<file path="config.mk">
export PLATFORM = sky130hd
export DESIGN_NAME = triris_top
export DESIGN_NICKNAME = d
export VERILOG_FILES = /design/src/hw/triris_pkg.sv /design/src/hw/triris_top.sv
export SDC_FILE = /design/constraint.sdc
export NUM_CORES = 1
export LEC_CHECK = 0
export BUFFER_PORTS_ARGS = -buffer_cell sky130_fd_sc_hd__clkbuf_2
export CAP_MARGIN = 30
export CORE_MARGIN = 1.5
export CORE_UTILIZATION = 45
export CTS_CLUSTER_SIZE = 10
export DETAILED_ROUTE_END_ITERATION = 10
export GPL_ROUTABILITY_DRIVEN = 0
export PLACE_DENSITY = 0.65
export SETUP_SLACK_MARGIN = 0.02
export SLEW_MARGIN = 20
export SYNTH_ARGS = -nofsm -noshare
export SYNTH_HDL_FRONTEND = slang
export SYNTH_SLANG_ARGS = --single-unit
</file>
<file path="constraint.sdc">
create_clock -name clk_i -period 5.26 [get_ports clk_i]
set_clock_uncertainty 0.2 [all_clocks]
set_input_delay 0.789 -clock clk_i [delete_from_list [all_inputs] [get_ports clk_i]]
set_output_delay 0.789 -clock clk_i [all_outputs]
set_load 0.05 [all_outputs]
</file>
<file path="src/hw/triris_pkg.sv">
/*
  Package for the T1 receive information/status register block.
  Holds register offsets, bit positions and timing counts.
*/
package triris_pkg;
  // Register offsets on the parallel control port
  localparam logic [7:0] ADDR_INFO3_A = 8'h10;
  localparam logic [7:0] ADDR_INFO3_B = 8'hb0;
  localparam logic [7:0] ADDR_INFO2_B = 8'hd1;
  // Field positions, info register 2
  localparam int BIT_SYNC_REGAINED   = 7;
  localparam int BIT_CARRIER_RESTORE = 5;
  localparam int BIT_BLUE_CLEARED    = 2;
  // Field positions, info register 3
  localparam int BIT_LEVEL_HI        = 7;
  localparam int BIT_LEVEL_LO        = 6;
  localparam int BIT_JA_NEAR_LIMIT   = 5;
  localparam int BIT_RX_CLOCK_LOST   = 4;
  localparam int BIT_LINE_CARRIER    = 3;
  localparam int BIT_AIS_CI          = 0;
  // Reset value of every register and of unassigned bits
  localparam logic [7:0] REG_RESET   = 8'h00;
  // Line carrier loss criteria, in bit times
  localparam int CARRIER_LOSS_ZEROS  = 192;
  localparam int CARRIER_WIN_BITS    = 112;
  localparam int CARRIER_MIN_ONES    = 14;
  // Blue alarm: zero count over a window
  localparam int BLUE_WINDOW_US      = 3000;
  localparam int BLUE_MAX_ZEROS      = 5;
  // Jitter buffer margin in bit positions
  localparam int JA_MARGIN_BITS      = 4;
  // Receive clock loss: nominal 3 us, tolerance 2..4 us
  localparam int CLK_LOSS_NS         = 3000;
  localparam int CLK_PERIOD_NS       = 50;
  localparam int CLK_LOSS_CYCLES     = CLK_LOSS_NS / CLK_PERIOD_NS;
  localparam int BLUE_WINDOW_CYCLES  = BLUE_WINDOW_US * 1000 / CLK_PERIOD_NS;
  // Receive level codes
  localparam logic [1:0] LEVEL_0_TO_M7P5  = 2'h0;
  localparam logic [1:0] LEVEL_M7P5_M15   = 2'h1;
  localparam logic [1:0] LEVEL_M15_M22P5  = 2'h2;
  localparam logic [1:0] LEVEL_BELOW_M22P5 = 2'h3;
endpackage : triris_pkg

</file>
<file path="src/hw/triris_top.sv">
/*
  T1 receive information/status registers: framer B info register 2
  (read-clear events) and info register 3 of both framers.
  Assumes line bits, framer statuses and the jitter buffer fill arrive
  synchronous to clk_i with a one-cycle bit strobe; the receive clock
  inputs are already sampled into clk_i.
*/
`timescale 1ns/10ps
module triris_top
  import triris_pkg::*;
#(
  parameter int JA_DEPTH = 128,
  parameter int BLUE_WIN = triris_pkg::BLUE_WINDOW_CYCLES
)
(
  input  wire logic       clk_i,
  input  wire logic       sys_rst_i,
  input  wire logic [7:0] addr_i,
  input  wire logic       rd_i,
  output logic      [7:0] rd_data_o,
  input  wire logic       line_bit_valid_i,
  input  wire logic       line_bit_i,
  input  wire logic       framer_b_in_sync_i,
  input  wire logic       framer_b_carrier_loss_i,
  input  wire logic       framer_a_bit_valid_i,
  input  wire logic       framer_a_bit_i,
  input  wire logic       framer_b_bit_valid_i,
  input  wire logic       framer_b_bit_i,
  input  wire logic [1:0] rx_level_code_i,
  input  wire logic [7:0] ja_fill_i,
  input  wire logic       rx_clock_in_a,
  input  wire logic       rx_clock_in_b,
  input  wire logic       ais_ci_pattern_a_i,
  input  wire logic       ais_ci_pattern_b_i,
  output logic            blue_alarm_status_a_o,
  output logic            blue_alarm_status_b_o
);
  import triris_pkg::*;

  // Fill compare is eight bits wide, so the buffer depth must fit it
  if (JA_DEPTH < 8 || JA_DEPTH > 255 || BLUE_WIN < 1)
  begin : g_param_check
    $error("triris_top: unsupported parameter");
  end

  // ----------------------------------------------------------------
  // Blue alarm detectors, one per framer
  // ----------------------------------------------------------------
  logic [1:0]  fr_bit_valid;
  logic [1:0]  fr_bit;
  logic [1:0]  blue_reg;
  assign fr_bit_valid = {framer_b_bit_valid_i, framer_a_bit_valid_i};
  assign fr_bit       = {framer_b_bit_i, framer_a_bit_i};

  genvar g;
  generate
    for (g = 0; g < 2; g++)
    begin : g_blue
      logic [31:0] win_cnt_reg;
      logic [2:0]  zero_cnt_reg;
      // Zeros saturate at six: only the threshold matters
      always_ff @(posedge clk_i or posedge sys_rst_i)
      begin
        if (sys_rst_i)
        begin
          win_cnt_reg  <= '0;
          zero_cnt_reg <= '0;
          blue_reg[g]  <= 1'b0;
        end
        else if (win_cnt_reg == 32'(BLUE_WIN - 1))
        begin
          win_cnt_reg  <= '0;
          zero_cnt_reg <= '0;
          // The window's last bit counts too, else a sixth zero could be missed
          blue_reg[g]  <= ((zero_cnt_reg + 3'(fr_bit_valid[g] && !fr_bit[g]))
                          <= 3'(BLUE_MAX_ZEROS));
        end
        else
        begin
          win_cnt_reg <= win_cnt_reg + 32'h1;
          if (fr_bit_valid[g] && !fr_bit[g] && zero_cnt_reg != 3'(BLUE_MAX_ZEROS + 1))
            zero_cnt_reg <= zero_cnt_reg + 3'h1;
        end
      end
    end
  endgenerate

  always_ff @(posedge clk_i or posedge sys_rst_i)
  begin
    if (sys_rst_i)
    begin
      blue_alarm_status_a_o <= 1'b0;
      blue_alarm_status_b_o <= 1'b0;
    end
    else
    begin
      blue_alarm_status_a_o <= blue_reg[0];
      blue_alarm_status_b_o <= blue_reg[1];
    end
  end

  // ----------------------------------------------------------------
  // Line carrier loss (192 zeros set, 14 ones in 112 bits clear)
  // ----------------------------------------------------------------
  logic [7:0] zero_run_reg;
  logic [6:0] clr_pos_reg;
  logic [4:0] clr_ones_reg;
  logic       carrier_lost_reg;
  always_ff @(posedge clk_i or posedge sys_rst_i)
  begin
    if (sys_rst_i)
    begin
      zero_run_reg     <= '0;
      clr_pos_reg      <= '0;
      clr_ones_reg     <= '0;
      carrier_lost_reg <= 1'b0;
    end
    else if (line_bit_valid_i)
    begin
      zero_run_reg <= line_bit_i ? 8'h00 :
                      (zero_run_reg == 8'(CARRIER_LOSS_ZEROS) ? zero_run_reg : zero_run_reg + 8'h1);
      if (!carrier_lost_reg)
      begin
        if (!line_bit_i && zero_run_reg == 8'(CARRIER_LOSS_ZEROS - 1))
          carrier_lost_reg <= 1'b1;
        clr_pos_reg  <= '0;
        clr_ones_reg <= '0;
      end
      else if (clr_pos_reg == 7'h0 && !line_bit_i)
        clr_ones_reg <= '0; // Window opens at the first one
      else if (line_bit_i && clr_ones_reg == 5'(CARRIER_MIN_ONES - 1))
      begin
        carrier_lost_reg <= 1'b0;
        clr_pos_reg      <= '0;
        clr_ones_reg     <= '0;
      end
      else if (clr_pos_reg == 7'(CARRIER_WIN_BITS - 1))
      begin
        clr_pos_reg  <= '0;
        clr_ones_reg <= '0;
      end
      else
      begin
        clr_pos_reg  <= clr_pos_reg + 7'h1;
        clr_ones_reg <= clr_ones_reg + 5'(line_bit_i);
      end
    end
  end

  // ----------------------------------------------------------------
  // Receive clock loss watchdogs
  // ----------------------------------------------------------------
  logic [1:0] rclk_in;
  logic [1:0] rclk_lost;
  assign rclk_in = {rx_clock_in_b, rx_clock_in_a};
  generate
    for (g = 0; g < 2; g++)
    begin : g_rclk
      logic       prev_reg;
      logic [7:0] idle_cnt_reg;
      always_ff @(posedge clk_i or posedge sys_rst_i)
      begin
        if (sys_rst_i)
        begin
          prev_reg     <= 1'b0;
          idle_cnt_reg <= '0;
          rclk_lost[g] <= 1'b0;
        end
        else
        begin
          prev_reg <= rclk_in[g];
          if (prev_reg != rclk_in[g])
          begin
            idle_cnt_reg <= '0;
            rclk_lost[g] <= 1'b0;
          end
          else if (idle_cnt_reg == 8'(CLK_LOSS_CYCLES - 1))
            rclk_lost[g] <= 1'b1;
          else
            idle_cnt_reg <= idle_cnt_reg + 8'h1;
        end
      end
    end
  endgenerate

  // ----------------------------------------------------------------
  // Framer B read-clear events
  // ----------------------------------------------------------------
  logic sync_prev_reg, carrier_prev_reg, blue_prev_reg;
  logic sync_regained_event, framer_carrier_restored_event, blue_alarm_cleared_event;
  logic rd_info2;
  assign rd_info2 = rd_i && addr_i == ADDR_INFO2_B;
  always_ff @(posedge clk_i or posedge sys_rst_i)
  begin
    if (sys_rst_i)
    begin
      sync_prev_reg                 <= 1'b0;
      carrier_prev_reg              <= 1'b0;
      blue_prev_reg                 <= 1'b0;
      sync_regained_event           <= 1'b0;
      framer_carrier_restored_event <= 1'b0;
      blue_alarm_cleared_event      <= 1'b0;
    end
    else
    begin
      sync_prev_reg    <= framer_b_in_sync_i;
      carrier_prev_reg <= framer_b_carrier_loss_i;
      blue_prev_reg    <= blue_reg[1];
      // A new event in the read cycle wins, so it is not lost
      if (framer_b_in_sync_i && !sync_prev_reg)
        sync_regained_event <= 1'b1;
      else if (rd_info2)
        sync_regained_event <= 1'b0;
      if (!framer_b_carrier_loss_i && carrier_prev_reg)
        framer_carrier_restored_event <= 1'b1;
      else if (rd_info2)
        framer_carrier_restored_event <= 1'b0;
      if (!blue_reg[1] && blue_prev_reg)
        blue_alarm_cleared_event <= 1'b1;
      else if (rd_info2)
        blue_alarm_cleared_event <= 1'b0;
    end
  end

  // ----------------------------------------------------------------
  // Read data path
  // ----------------------------------------------------------------
  logic [7:0] info2_b, info3_a, info3_b;
  logic       ja_near;
  logic       rx_level_code_hi, rx_level_code_lo;
  logic       ais_ci_a, ais_ci_b;
  assign ja_near          = ja_fill_i >= 8'(JA_DEPTH - JA_MARGIN_BITS);
  assign rx_level_code_hi = rx_level_code_i[1];
  assign rx_level_code_lo = rx_level_code_i[0];
  assign ais_ci_a = ais_ci_pattern_a_i && blue_reg[0];
  assign ais_ci_b = ais_ci_pattern_b_i && blue_reg[1];

  always_comb
  begin
    info2_b = REG_RESET;
    info2_b[BIT_SYNC_REGAINED]   = sync_regained_event;
    info2_b[BIT_CARRIER_RESTORE] = framer_carrier_restored_event;
    info2_b[BIT_BLUE_CLEARED]    = blue_alarm_cleared_event;
    info3_a = REG_RESET;
    info3_a[BIT_LEVEL_HI]      = rx_level_code_hi;
    info3_a[BIT_LEVEL_LO]      = rx_level_code_lo;
    info3_a[BIT_JA_NEAR_LIMIT] = ja_near;
    info3_a[BIT_RX_CLOCK_LOST] = rclk_lost[0];
    info3_a[BIT_LINE_CARRIER]  = carrier_lost_reg;
    info3_a[BIT_AIS_CI]        = ais_ci_a;
    info3_b = REG_RESET;
    info3_b[BIT_RX_CLOCK_LOST] = rclk_lost[1];
    info3_b[BIT_AIS_CI]        = ais_ci_b;
  end

  // Registered read data: answers one cycle after rd_i
  always_ff @(posedge clk_i or posedge sys_rst_i)
  begin
    if (sys_rst_i)
      rd_data_o <= REG_RESET;
    else if (rd_i)
      unique case (addr_i)
        ADDR_INFO2_B: rd_data_o <= info2_b;
        ADDR_INFO3_A: rd_data_o <= info3_a;
        ADDR_INFO3_B: rd_data_o <= info3_b;
        default:      rd_data_o <= REG_RESET;
      endcase
  end
endmodule : triris_top

</file>
# Word-level counts from Yosys, hierarchy flattened
# Index checks and enable logic that the tools add are counted.
# op_classes
add_sub_neg,11
eq_ne,19
mux,33
n_reduce_logical,29
magnitude_cmp,3
# ops
operator,count
$add A32 B1 Y32 const B,2
$eq A32 B16 Y1 const B,2
$mux W32,2
$mux W8,6
$eq A8 B8 Y1 const B,4
$mux W7,4
$add A8 B1 Y8 const B,3
$pmux W8 S3,1
$mux W5,4
$eq A8 B6 Y1 const B,2
$reduce_bool A2 Y1,7
$logic_and A1 B1 Y1,13
$mux W1,12
$mux W3,4
$eq A8 B5 Y1 const B,1
$ge A8 B7 Y1 const B,1
$ne A2 B2 Y1 const B,4
$add A7 B1 Y7 const B,1
$eq A7 B7 Y1 const B,1
$logic_not A7 Y1,1
$add A3 B1 Y3,2
$add A3 B1 Y3 const B,2
$le A3 B3 Y1 const B,2
$logic_not A1 Y1,6
5 further kinds,8
# totals
elab_cells,119
out_inout_bits,10
input_bits,33
ff_bits,128

# Logic depth before layout (Yosys ltp)
# Gate-level depths: netlist of run 1.
# depth
depth_word,5
mapped_depth,6

# Worst setup path after synthesis of run 1
# Ideal clock, no wire load.
# synth_path
path_type,input-to-reg
start,in line_bit_i
end,reg clr_pos_reg[5]
path_slack_ns,3.122
arrival_time_ns,1.842
path_stages,4
required_ns,4.964
n_path_buf,0
path_cell_list,and4bb_2 > a31oi_2 > nand4_1 > o31ai_1
# synth_via
elab_chain_len,4
word_cells_on_any_way,8
cone_classes,eq/ne (1); mux (3); reduce/logical (4)
# synth_rtl
item,line,rtl
start: declaration,triris_top.sv:22,"input wire logic line_bit_i,"
$logic_and A1 B1 Y1 or $logic_not A1 Y1 (tied branches),"triris_top.sv:131, triris_top.sv:129",
$mux W7 or $logic_and A1 B1 Y1 (tied branches),"triris_top.sv:131, triris_top.sv:129",
$mux W7 or $ne A2 B2 Y1 (tied branches),-,
$mux W7 or $reduce_and A2 Y1 (tied branches),-,
end signal: assignment,triris_top.sv:144,clr_pos_reg <= clr_pos_reg + 7'h1;
end: declaration,triris_top.sv:106,logic [6:0] clr_pos_reg;
# Several ways; a longest one is shown, not always the timed one. The select of a mux whose other input is x is not followed.
# A chain may end at the register's enable or synchronous reset.

# Worst setup path after layout of run 1
# layout_path
start,reg g_blue[1].win_cnt_reg[0]
end,reg blue_reg[1]
# layout_via
elab_chain_len,1
# layout_rtl
item,line,rtl
start: declaration,triris_top.sv:59,logic [31:0] win_cnt_reg;
start signal: assignment,triris_top.sv:80,win_cnt_reg <= win_cnt_reg + 32'h1;
$eq A32 B16 Y1,triris_top.sv:70,else if (win_cnt_reg == 32'(BLUE_WIN - 1))
end signal: indexed assignment,triris_top.sv:75,blue_reg[g] <= ((zero_cnt_reg + 3'(fr_bit_valid[g] && !fr_bit[g]))
end: declaration,triris_top.sv:51,logic [1:0] blue_reg;
# Every way passes these cells.

==> flow_metrics.env, run 1 <==
export IMPL_grt_total_usage=0.185
export IMPL_critical_path_required_ns=5.36
export IMPL_relSlewSlack=0.445
export IMPL_netlist_top_cells_count="dfrtp_1 (127), nand3_1 (51), nand2_1 (46), nor2_1 (43)"
export IMPL_cts_root_buffer="clkbuf_16"
export IMPL_wl_met3_um=473
export IMPL_overflow=0
export IMPL_cts_tree="built"
export IMPL_clk_insertion_delay_late_ns=0.43
export IMPL_holdBufCountCts=0
export IMPL_routed_wl_um=12400
export IMPL_crit_reg2reg_launch="g_blue[1].win_cnt_reg[0]$_DFF_PP0_"
export IMPL_core_area_um2=13400
export IMPL_final_core_util=0.539
export IMPL_cap_violations=0
export IMPL_whs_ns=0.210
export IMPL_cts_sinks=127
export IMPL_fin_crit_sh=0.472
export IMPL_cts_max_level=4
export IMPL_cp_startpoint="g_blue[1].win_cnt_reg[0]$_DFF_PP0_"
export IMPL_numCtsBuffers=17
export IMPL_final_cells=850
export IMPL_dp_cells=819
export IMPL_cp_max_fo=12
export IMPL_drive_gt1_frac=0.129
export IMPL_synth_top_area_cell="dfrtp_1"
export IMPL_port_buffers=39
export IMPL_antenna_found_initial=0
export IMPL_die_area_um2=14700
export IMPL_yosysSeqAreaShare=0.507
export IMPL_final_setup_tns_ns=0
export IMPL_grt_start_max_net_pins=49
export IMPL_routed_via_density=5.48
export IMPL_ir_drop_uv=228
export IMPL_route_met2_wl_um=5740
export IMPL_nets=713
export IMPL_power_leakage_nw=3.24
export IMPL_wl_per_cell_um=14.6
export IMPL_ant_nets=0
export IMPL_synth_cell_area_um2=6270
export IMPL_fmax_mhz=403
export IMPL_largest_reg_flops=64
export IMPL_cts_buffer_depth=2
export IMPL_cp_arrival_ns=2.58
export IMPL_hp_class="reg2reg"
export IMPL_io_pins=43
export IMPL_clk_pin_slew_worst_paths_ns=0.05
export IMPL_grt_pass1_wl_um=21100
export IMPL_diodes=0
export IMPL_power_mw=2.39
export IMPL_cts_resized=0
export IMPL_synth_edf_count=0
export IMPL_avgSynthCellArea_um2=10.2
export IMPL_synth_most_common_cell="dfrtp_1"
export IMPL_met1_length_um=6010
export IMPL_synth_distinct_cells=58
export IMPL_tightestPinTransition_ns=0.826
export IMPL_top_layer="met4"
export IMPL_die_y_um=121
export IMPL_crit_type="reg2reg"
export IMPL_synth_warnings=0
export IMPL_post_cts_buffers=0
export IMPL_ys_flop_type="dfrtp_1"
export IMPL_start_util=0.468
export IMPL_synth_cells=613
export IMPL_drt_pass1_iter_count=4
export IMPL_synth_top_area_share=0.507
export IMPL_synth_nets=664
export IMPL_grt_pass1_vias=4524
export IMPL_drt_iter0_drc=235
export IMPL_status="completed"
export IMPL_vias=4658
export IMPL_min_period_ns=2.48
export IMPL_critPathLaunchType="flop"
export IMPL_dieWidth_um=121
export IMPL_critPathCaptureType="flop"
export IMPL_row_count=42
export IMPL_finalSetupViolCount=0
export IMPL_ff2ff_path_depth=6
export IMPL_r2r_setup_slack_ns=2.78
export IMPL_async_reset_ff_frac=1.00
export IMPL_regToRegEndpoint="blue_reg[1]$_DFFE_PP0N_"
export IMPL_dp_hpwl_um=8480
export IMPL_area_delta_synth_final_pct=15.3
export IMPL_rsz0062_at_grt="no"
export IMPL_ys_seq_elements=127
export IMPL_powerDensity_nw_per_um2=330
export IMPL_drv_slew=0
export IMPL_crit_end="blue_reg[1]$_DFFE_PP0N_"
export IMPL_drc=0
export IMPL_yosys_top_cells_area="dfrtp_1 (51%), xnor2_1 (5.2%), xor2_1 (5.2%)"
export IMPL_hold_viol_final=0
## worst max-delay path, cell delays in order (launching register included)
cell and delay (ns):
dfrtp_1 0.38, ha_1 0.23, and4_1 0.29, nand3_1 0.39, nor3_1 0.29, buf_4 0.23
mux2_2 0.34
## logic make-up (layout without fill, tap and decap cells)
logic type      count (synthesis)  after routing  synth area share
flops                         127            127             0.507
compound gates                 76             76            0.0848
fa+ha+maj                      18             18            0.0359
mux                             4              4           0.00678
simple gates                  264            264             0.231
buf+inv                        49            110            0.0311
xor+xnor                       74             74             0.103
other cells                     1              1          0.000598
## layer usage
layer,vias to the layer above,track usage
li1,2283,-
met1,2273,0.237
met2,83,0.297
met3,19,0.0461
met4,0,0.0794
met5,-,0
## placed cells by master, fill, tap and decap left out, types with 14 or more instances in the layout
| master | Yosys | routed |
|---|---|---|
| nand2_1 | 46 | 46 |
| nor3_1 | 16 | 16 |
| ha_1 | 18 | 18 |
| nor2_1 | 43 | 43 |
| nand3_1 | 51 | 51 |
| a21oi_1 | 16 | 16 |
| xor2_1 | 37 | 37 |
| and3_1 | 14 | 14 |
| xnor2_1 | 37 | 37 |
| o21ai_0 | 15 | 15 |
| clkbuf_16 | 0 | 17 |
| inv_1 | 36 | 35 |
| clkbuf_2 | 0 | 39 |
| nand4_1 | 23 | 23 |
| dfrtp_1 | 127 | 127 |
| nor4_1 | 15 | 15 |
## worst min-delay path by stage
stage / slack, ns / cells past startpoint / startpoint / to
finish: 0.21 / 0 / blue_reg[0]$_DFFE_PP0N_ / blue_alarm_status_a_o$_DFF_PP0_
global route: 0.22 / 0 / blue_reg[0]$_DFFE_PP0N_ / blue_alarm_status_a_o$_DFF_PP0_
CTS: 0.22 / 0 / blue_reg[0]$_DFFE_PP0N_ / blue_alarm_status_a_o$_DFF_PP0_
detailed placement: 0.21 / 0 / blue_reg[0]$_DFFE_PP0N_ / blue_alarm_status_a_o$_DFF_PP0_
global placement: 0.20 / 0 / blue_reg[0]$_DFFE_PP0N_ / blue_alarm_status_a_o$_DFF_PP0_
floorplan: 0.17 / 0 / blue_reg[0]$_DFFE_PP0N_ / blue_alarm_status_a_o$_DFF_PP0_
## final cells by class
type | instances | area [um2]
Clock inverter | 6 | 55.1
Sequential cell | 127 | 3180
Inverter | 36 | 138
Clock buffer | 25 | 515
Tap cell | 176 | 220
Fill cell | 1192 | 6170
Multi-Input combinational cell | 437 | 2900
Timing Repair Buffer | 43 | 225
## stage by stage
stage	setup slack, ns	instance area, um2
floorplan	0.887	6270
global placement	2.58	6660
detailed placement	2.55	6660
CTS	2.78	7230
global route	2.55	7230
finish	2.78	7230
## power breakdown
part           internal [mW]  switching, mW  total [mW]
Sequential              1.02         0.0485        1.07
Clock                  0.717          0.407        1.12
Combinational         0.0815          0.111       0.193
Power figures use the tool's default switching activity.
==> run 2, diff against run 1 <==
--- a/config.mk
+++ b/config.mk
@@ -12,7 +12,7 @@
 export CTS_CLUSTER_SIZE = 10
 export DETAILED_ROUTE_END_ITERATION = 10
 export GPL_ROUTABILITY_DRIVEN = 0
-export PLACE_DENSITY = 0.65
+export PLACE_DENSITY = 0.68
 export SETUP_SLACK_MARGIN = 0.02
 export SLEW_MARGIN = 20
 export SYNTH_ARGS = -nofsm -noshare
==> constraint.sdc (replaced) <==
create_clock -name clk_i -period 2.1 [get_ports clk_i]
set_clock_uncertainty 0.2 [all_clocks]
set_input_delay 0.315 -clock clk_i [delete_from_list [all_inputs] [get_ports clk_i]]
set_output_delay 0.315 -clock clk_i [all_outputs]
set_load 0.05 [all_outputs]
==> run 2 against run 1 <==
  * The run now ends with hold timing left
  * Critical path type unchanged
  * Register-to-register slack worse by 2.7 ns
  * First-iteration DRC count up 6.8%
  * Total power increased to 2.5 times the previous value
  * Maximum frequency is 25% higher
  * Non-clock buffer count is 35 higher
  * Utilization increased by 2.3 points
  * Final area rose by 4.3%
  * Worst hold slack got worse by 0.21 ns
==> flow_metrics.env, run 2 (synthesized netlist as in run 1, its figures left out) <==
export IMPL_status="complete, but fails checks"
export IMPL_violations="hold timing"
export IMPL_die_area_um2=14700
export IMPL_clk_pin_slew_worst_paths_ns=0.06
export IMPL_grt_total_usage=0.197
export IMPL_critPathMaxStageDelay_ns=0.44
export IMPL_numCtsBuffers=17
export IMPL_core_area_um2=13400
export IMPL_wl_per_cell_um=14.9
export IMPL_cp_max_fo=3
export IMPL_cts_root_buffer="clkbuf_16"
export IMPL_cts_sinks=127
export IMPL_drc=0
export IMPL_dieWidth_um=121
export IMPL_critPathLaunchType="flop"
export IMPL_row_count=42
export IMPL_largest_reg_flops=64
export IMPL_fin_crit_sh=0.948
export IMPL_nets=748
export IMPL_tightestPinTransition_ns=0.678
export IMPL_cp_top_family="simple AND/OR/NAND/NOR gates"
export IMPL_rsz0062_at_grt="yes"
export IMPL_drive_gt1_frac=0.168
export IMPL_final_cell_mix="dfrtp_1 (127), nand3_1 (51), nand2_1 (46), nor2_1 (43), clkbuf_2 (39)"
export IMPL_whs_ns=-0.000925
export IMPL_routed_via_density=5.49
export IMPL_critical_path_required_ns=2.20
export IMPL_min_period_ns=1.99
export IMPL_power_mw=6.03
export IMPL_crit_type="reg2reg"
export IMPL_overflow=0
export IMPL_grt_pass1_wl_um=22700
export IMPL_cp_arrival_ns=2.10
export IMPL_area_delta_synth_final_pct=20.3
export IMPL_powerDensity_nw_per_um2=800
export IMPL_cts_buffer_depth=2
export IMPL_dp_hpwl_um=8920
export IMPL_fmax_mhz=502
export IMPL_finalSetupViolCount=0
export IMPL_power_leakage_nw=3.40
export IMPL_hp_class="in2reg"
export IMPL_ant_nets=0
export IMPL_path_cells="nor4b_1 -> nand4_1 -> nor3_2 -> mux2_2"
export IMPL_clk_insertion_delay_late_ns=0.43
export IMPL_ir_drop_uv=641
export IMPL_n_fill_cell=1159
export IMPL_cts_tree="built"
export IMPL_grt_pass1_vias=4947
export IMPL_critPathBufInv=0
export IMPL_port_buffers=39
export IMPL_final_setup_tns_ns=0
export IMPL_drt_iter0_drc=251
export IMPL_diodes=0
export IMPL_routed_wl_um=13200
export IMPL_vias=4860
export IMPL_cts_max_level=4
export IMPL_start_util=0.468
export IMPL_critPathCaptureType="flop"
export IMPL_antenna_found_initial=0
export IMPL_io_pins=43
export IMPL_grt_start_max_net_pins=128
export IMPL_layout_commonest_cell="dfrtp_1"
export IMPL_die_y_um=121
export IMPL_drv_slew=0
export IMPL_cap_violations=0
export IMPL_hold_viol_final=1
export IMPL_drt_pass1_iter_count=4
export IMPL_relSlewSlack=0.546
export IMPL_cp_slowest_cell="dfrtp_1"
run 2: changes by cell type in the layout (fill, tap and decap cells not counted), sizes merged:
cell and delta:
clkbuf +1, inv -1, dlygate4sd3 +7, buf +28, clkinvlp +1
run 2: final timing paths:
| path | slack [ns] | depth (start not counted) | startpoint | end |
|---|---|---|---|---|
| max | 0.11 | 4 | g_blue[0].win_cnt_reg[8]$_DFF_PP0_ | blue_reg[0]$_DFFE_PP0N_ |
| min | -0.0009 | 2 | line_bit_i | zero_run_reg[5]$_DFFE_PP0P_ |
| max reg2reg | 0.11 | 4 | g_blue[0].win_cnt_reg[8]$_DFF_PP0_ | blue_reg[0]$_DFFE_PP0N_ |
| min reg2reg | 0.21 | 0 | blue_reg[0]$_DFFE_PP0N_ | blue_alarm_status_a_o$_DFF_PP0_ |
| max in group asynchronous | 0.78 | 4 | sys_rst_i | g_rclk[0].idle_cnt_reg[4]$_DFFE_PP0P_ |
| min in group asynchronous | 0.41 | 4 | sys_rst_i | rd_data_o[6]$_DFFE_PP0P_ |
run 2: what timing repair did:
action	CTS	global route
setup endpoints to repair	0	33
resized for setup	0	5
hold endpoints to repair	134	0
buffers inserted	0	2
hold buffers	7	0
run 2: per-layer routing:
| metal | track usage | vias to the layer above | routed length, um | part of all wire |
|---|---|---|---|---|
| li1 | - | 2360 | - | - |
| met1 | 0.248 | 2388 | 6000 | 0.45 |
| met2 | 0.317 | 84 | 6450 | 0.49 |
| met3 | 0.0451 | 28 | 395 | 0.030 |
| met4 | 0.102 | 0 | 358 | 0.027 |
| met5 | 0 | - | 0 | 0 |
run 2: final cells by class:
cell class	count	area (um2)	share of cell area
Clock buffer	26	509	0.0675
Clock inverter	6	55.1	0.00730
Inverter	36	139	0.0184
Multi-Input combinational cell	437	2920	0.387
Sequential cell	127	3180	0.421
Tap cell	176	220	0.0292
Timing Repair Buffer	78	518	0.0687
run 2: power by group:
part / total [mW] / internal [mW] / switching, mW / leakage (nW)
logic: 0.554 / 0.241 / 0.312 / 1.42
registers: 2.68 / 2.56 / 0.117 / 1.70
clock network: 2.80 / 1.77 / 1.03 / 0.284
run 2: metrics by stage:
step | instances | util | setup WS (ns) | hold slack [ns] | instance area (um2)
final | 886 | 0.563 | 0.108 | -0.000925 | 7540
after floorplan | 613 | - | 0.0177 | 0.146 | 6270
after global placement | 845 | 0.513 | 0.0929 | 0.205 | 6870
after CTS | 884 | 0.560 | 0.0203 | 0.00427 | 7500
after global routing | 886 | 0.563 | 0.0188 | 0.0355 | 7540
after detailed placement | 845 | 0.513 | 0.0406 | 0.201 | 6870
==> run 3, diff against run 2 <==
--- a/config.mk
+++ b/config.mk
@@ -7,12 +7,14 @@
 export LEC_CHECK = 0
 export BUFFER_PORTS_ARGS = -buffer_cell sky130_fd_sc_hd__clkbuf_2
 export CAP_MARGIN = 30
+export CELL_PAD_IN_SITES_DETAIL_PLACEMENT = 1
+export CELL_PAD_IN_SITES_GLOBAL_PLACEMENT = 2
 export CORE_MARGIN = 1.5
-export CORE_UTILIZATION = 45
+export CORE_UTILIZATION = 36
 export CTS_CLUSTER_SIZE = 10
 export DETAILED_ROUTE_END_ITERATION = 10
 export GPL_ROUTABILITY_DRIVEN = 0
-export PLACE_DENSITY = 0.68
+export PLACE_DENSITY = 0.79
 export SETUP_SLACK_MARGIN = 0.02
 export SLEW_MARGIN = 20
 export SYNTH_ARGS = -nofsm -noshare
==> run 3 against run 2 <==
  * Highest routed layer unchanged
  * Critical path type unchanged
  * Combinational power about the same
  * Final cell count increased by 6.0%
  * Worst hold slack improved by 0.024 ns
  * The run now ends clean
  * Largest cell class unchanged
  * Total power increased by 4.3%
==> flow_metrics.env, run 3 (synthesized netlist as in run 1, its figures left out) <==
export IMPL_status="completed"
export IMPL_ant_nets=0
export IMPL_final_setup_tns_ns=0
export IMPL_p_sw_mw=1.50
export IMPL_start_util=0.365
export IMPL_switching_share=0.239
export IMPL_cp_max_fo=4
export IMPL_rsz0062_at_grt="yes"
export IMPL_hp_class="in2reg"
export IMPL_final_cells=939
export IMPL_io_pins=43
export IMPL_relSlewSlack=0.548
export IMPL_power_frac_clock=0.487
export IMPL_cts_root_buffer="clkbuf_16"
export IMPL_path_cells="nor4b_2 -> nand4b_1 -> nor3_2 -> buf_4 -> mux2_4"
export IMPL_area_delta_synth_final_pct=23.9
export IMPL_cp_arrival_ns=2.09
export IMPL_power_mw=6.29
export IMPL_min_period_ns=1.99
export IMPL_stdcell_area_um2=7770
export IMPL_p_seq_frac=0.425
export IMPL_finalWorstSetupSlack_ns=0.111
export IMPL_wl_per_cell_um=16.0
export IMPL_finalSetupViolCount=0
export IMPL_drt_pass1_iter_count=4
export IMPL_crit_type="reg2reg"
export IMPL_crit_end="blue_reg[1]$_DFFE_PP0N_"
export IMPL_critPathLaunchType="flop"
export IMPL_drt_iter0_drc=182
export IMPL_row_count=48
export IMPL_final_cell_mix="dfrtp_1 (125), nand3_1 (51), nand2_1 (46), nor2_1 (43), clkbuf_2 (39)"
export IMPL_combPwrFrac=0.088
export IMPL_clk_pin_slew_worst_paths_ns=0.06
export IMPL_port_buffers=39
export IMPL_cts_sinks=127
export IMPL_intPower_mw=4.79
export IMPL_hold_viol_final=0
export IMPL_grt_pass1_wl_um=25500
export IMPL_layout_commonest_cell="dfrtp_1"
export IMPL_ir_drop_uv=640
export IMPL_drv_slew=0
export IMPL_nets=753
export IMPL_grt_pass1_vias=5202
export IMPL_cts_max_level=4
export IMPL_critPathMaxStageDelay_ns=0.43
export IMPL_antenna_found_initial=0
export IMPL_numCtsBuffers=17
export IMPL_clk_insertion_delay_late_ns=0.42
export IMPL_r2r_setup_slack_ns=0.11
export IMPL_cp_startpoint="g_blue[1].win_cnt_reg[7]$_DFF_PP0_"
export IMPL_core_area_um2=17200
export IMPL_cap_violations=0
export IMPL_dp_cells=897
export IMPL_drc=0
export IMPL_ff2ff_path_depth=5
export IMPL_critPathCaptureType="flop"
export IMPL_grt_start_max_net_pins=60
export IMPL_routed_via_density=5.26
export IMPL_largest_reg_flops=64
export IMPL_whs_ns=0.0232
export IMPL_powerDensity_nw_per_um2=810
export IMPL_pre_cts_ws_ns=0.0235
export IMPL_regToRegEndpoint="blue_reg[1]$_DFFE_PP0N_"
export IMPL_power_leakage_nw=3.45
export IMPL_critical_path_required_ns=2.20
export IMPL_cts_tree="built"
export IMPL_cts_buffer_depth=2
export IMPL_fin_crit_sh=0.947
export IMPL_cp_slowest_cell="dfrtp_1"
export IMPL_routed_wl_um=15000
export IMPL_grt_total_usage=0.176
export IMPL_diodes=0
export IMPL_dp_hpwl_um=10400
export IMPL_fmax_mhz=503
export IMPL_tightestPinTransition_ns=0.676
export IMPL_place_area_um2=6960
export IMPL_crit_reg2reg_launch="g_blue[1].win_cnt_reg[7]$_DFF_PP0_"
export IMPL_die_y_um=135
export IMPL_drive_gt1_frac=0.190
export IMPL_die_area_um2=18200
export IMPL_dieWidth_um=135
export IMPL_overflow=0
export IMPL_final_core_util=0.452
export IMPL_n_fill_cell=1959
export IMPL_vias=4935
==> run 3: cell types whose count changed in the layout (fill, tap and decap cells not counted), moves of 2 or more <==
cell / change
nor4_1: -2
buf_4: +5
dfrtp_2: +2
bufinv_16: +2
nor4b_2: +4
dfrtp_1: -2
nor4b_1: -5
clkbuf_1: -3
clkinv_2: -4
clkinvlp_4: +5
==> run 3: how the worst min path moves through the flow <==
stage,startpoint,endpoint,slack (ns),cells after the start
after floorplan,framer_b_carrier_loss_i,carrier_prev_reg$_DFF_PP0_,0.15,0
after CTS,line_bit_valid_i,zero_run_reg[4]$_DFFE_PP0P_,0.02,2
after global placement,sys_rst_i,clr_pos_reg[2]$_DFFE_PP0P_,0.1,2
final,line_bit_valid_i,zero_run_reg[7]$_DFFE_PP0P_,0.02,2
after detailed placement,sys_rst_i,clr_pos_reg[0]$_DFFE_PP0P_,0.11,2
after global routing,line_bit_valid_i,zero_run_reg[4]$_DFFE_PP0P_,0.04,2
==> run 3: layout make-up <==
cell class | count | area, um2 | area share
clock inverter | 9 | 133 | 0.0171
timing repair buffer | 83 | 566 | 0.0728
multi-input combinational | 437 | 2990 | 0.384
clock buffer | 22 | 484 | 0.0623
tap | 225 | 282 | 0.0362
inverter | 36 | 139 | 0.0179
sequential | 127 | 3180 | 0.409
==> run 3: repair_timing <==
action / in CTS / in global routing
buffers inserted: 0 / 5
hold buffers: 6 / 0
pin swaps: 0 / 9
resized for setup: 2 / 15
endpoints found under the setup margin: 2 / 35
endpoints found under the hold margin: 15 / 0
==> run 3: power by group through the flow <==
stage	Combinational, mW	Sequential, mW	Clock (mW)
2_1_floorplan	0.369	2.70	0
3_3_place_gp	0.516	2.71	0
4_1_cts	0.567	2.68	3.13
5_1_grt	0.643	2.69	3.23
6_report	0.554	2.67	3.06
3_5_place_dp	0.554	2.72	0
==> run 3: per-layer routing <==
| layer | vias to the layer above | global-route usage | wire length (um) |
|---|---|---|---|
| met5 | - | 0 | 0 |
| met4 | 0 | 0.0591 | 229 |
| met3 | 18 | 0.0405 | 428 |
| met2 | 55 | 0.293 | 7410 |
| met1 | 2500 | 0.227 | 6950 |
| li1 | 2362 | - | - |
==> run 3: worst max-delay path, delay by kind of cell (launching register included) <==
kind	cells	cell delay, ns
DFF	1	0.43
muxes	1	0.28
and+or+nand+nor	3	0.80
buffers and inverters	1	0.15
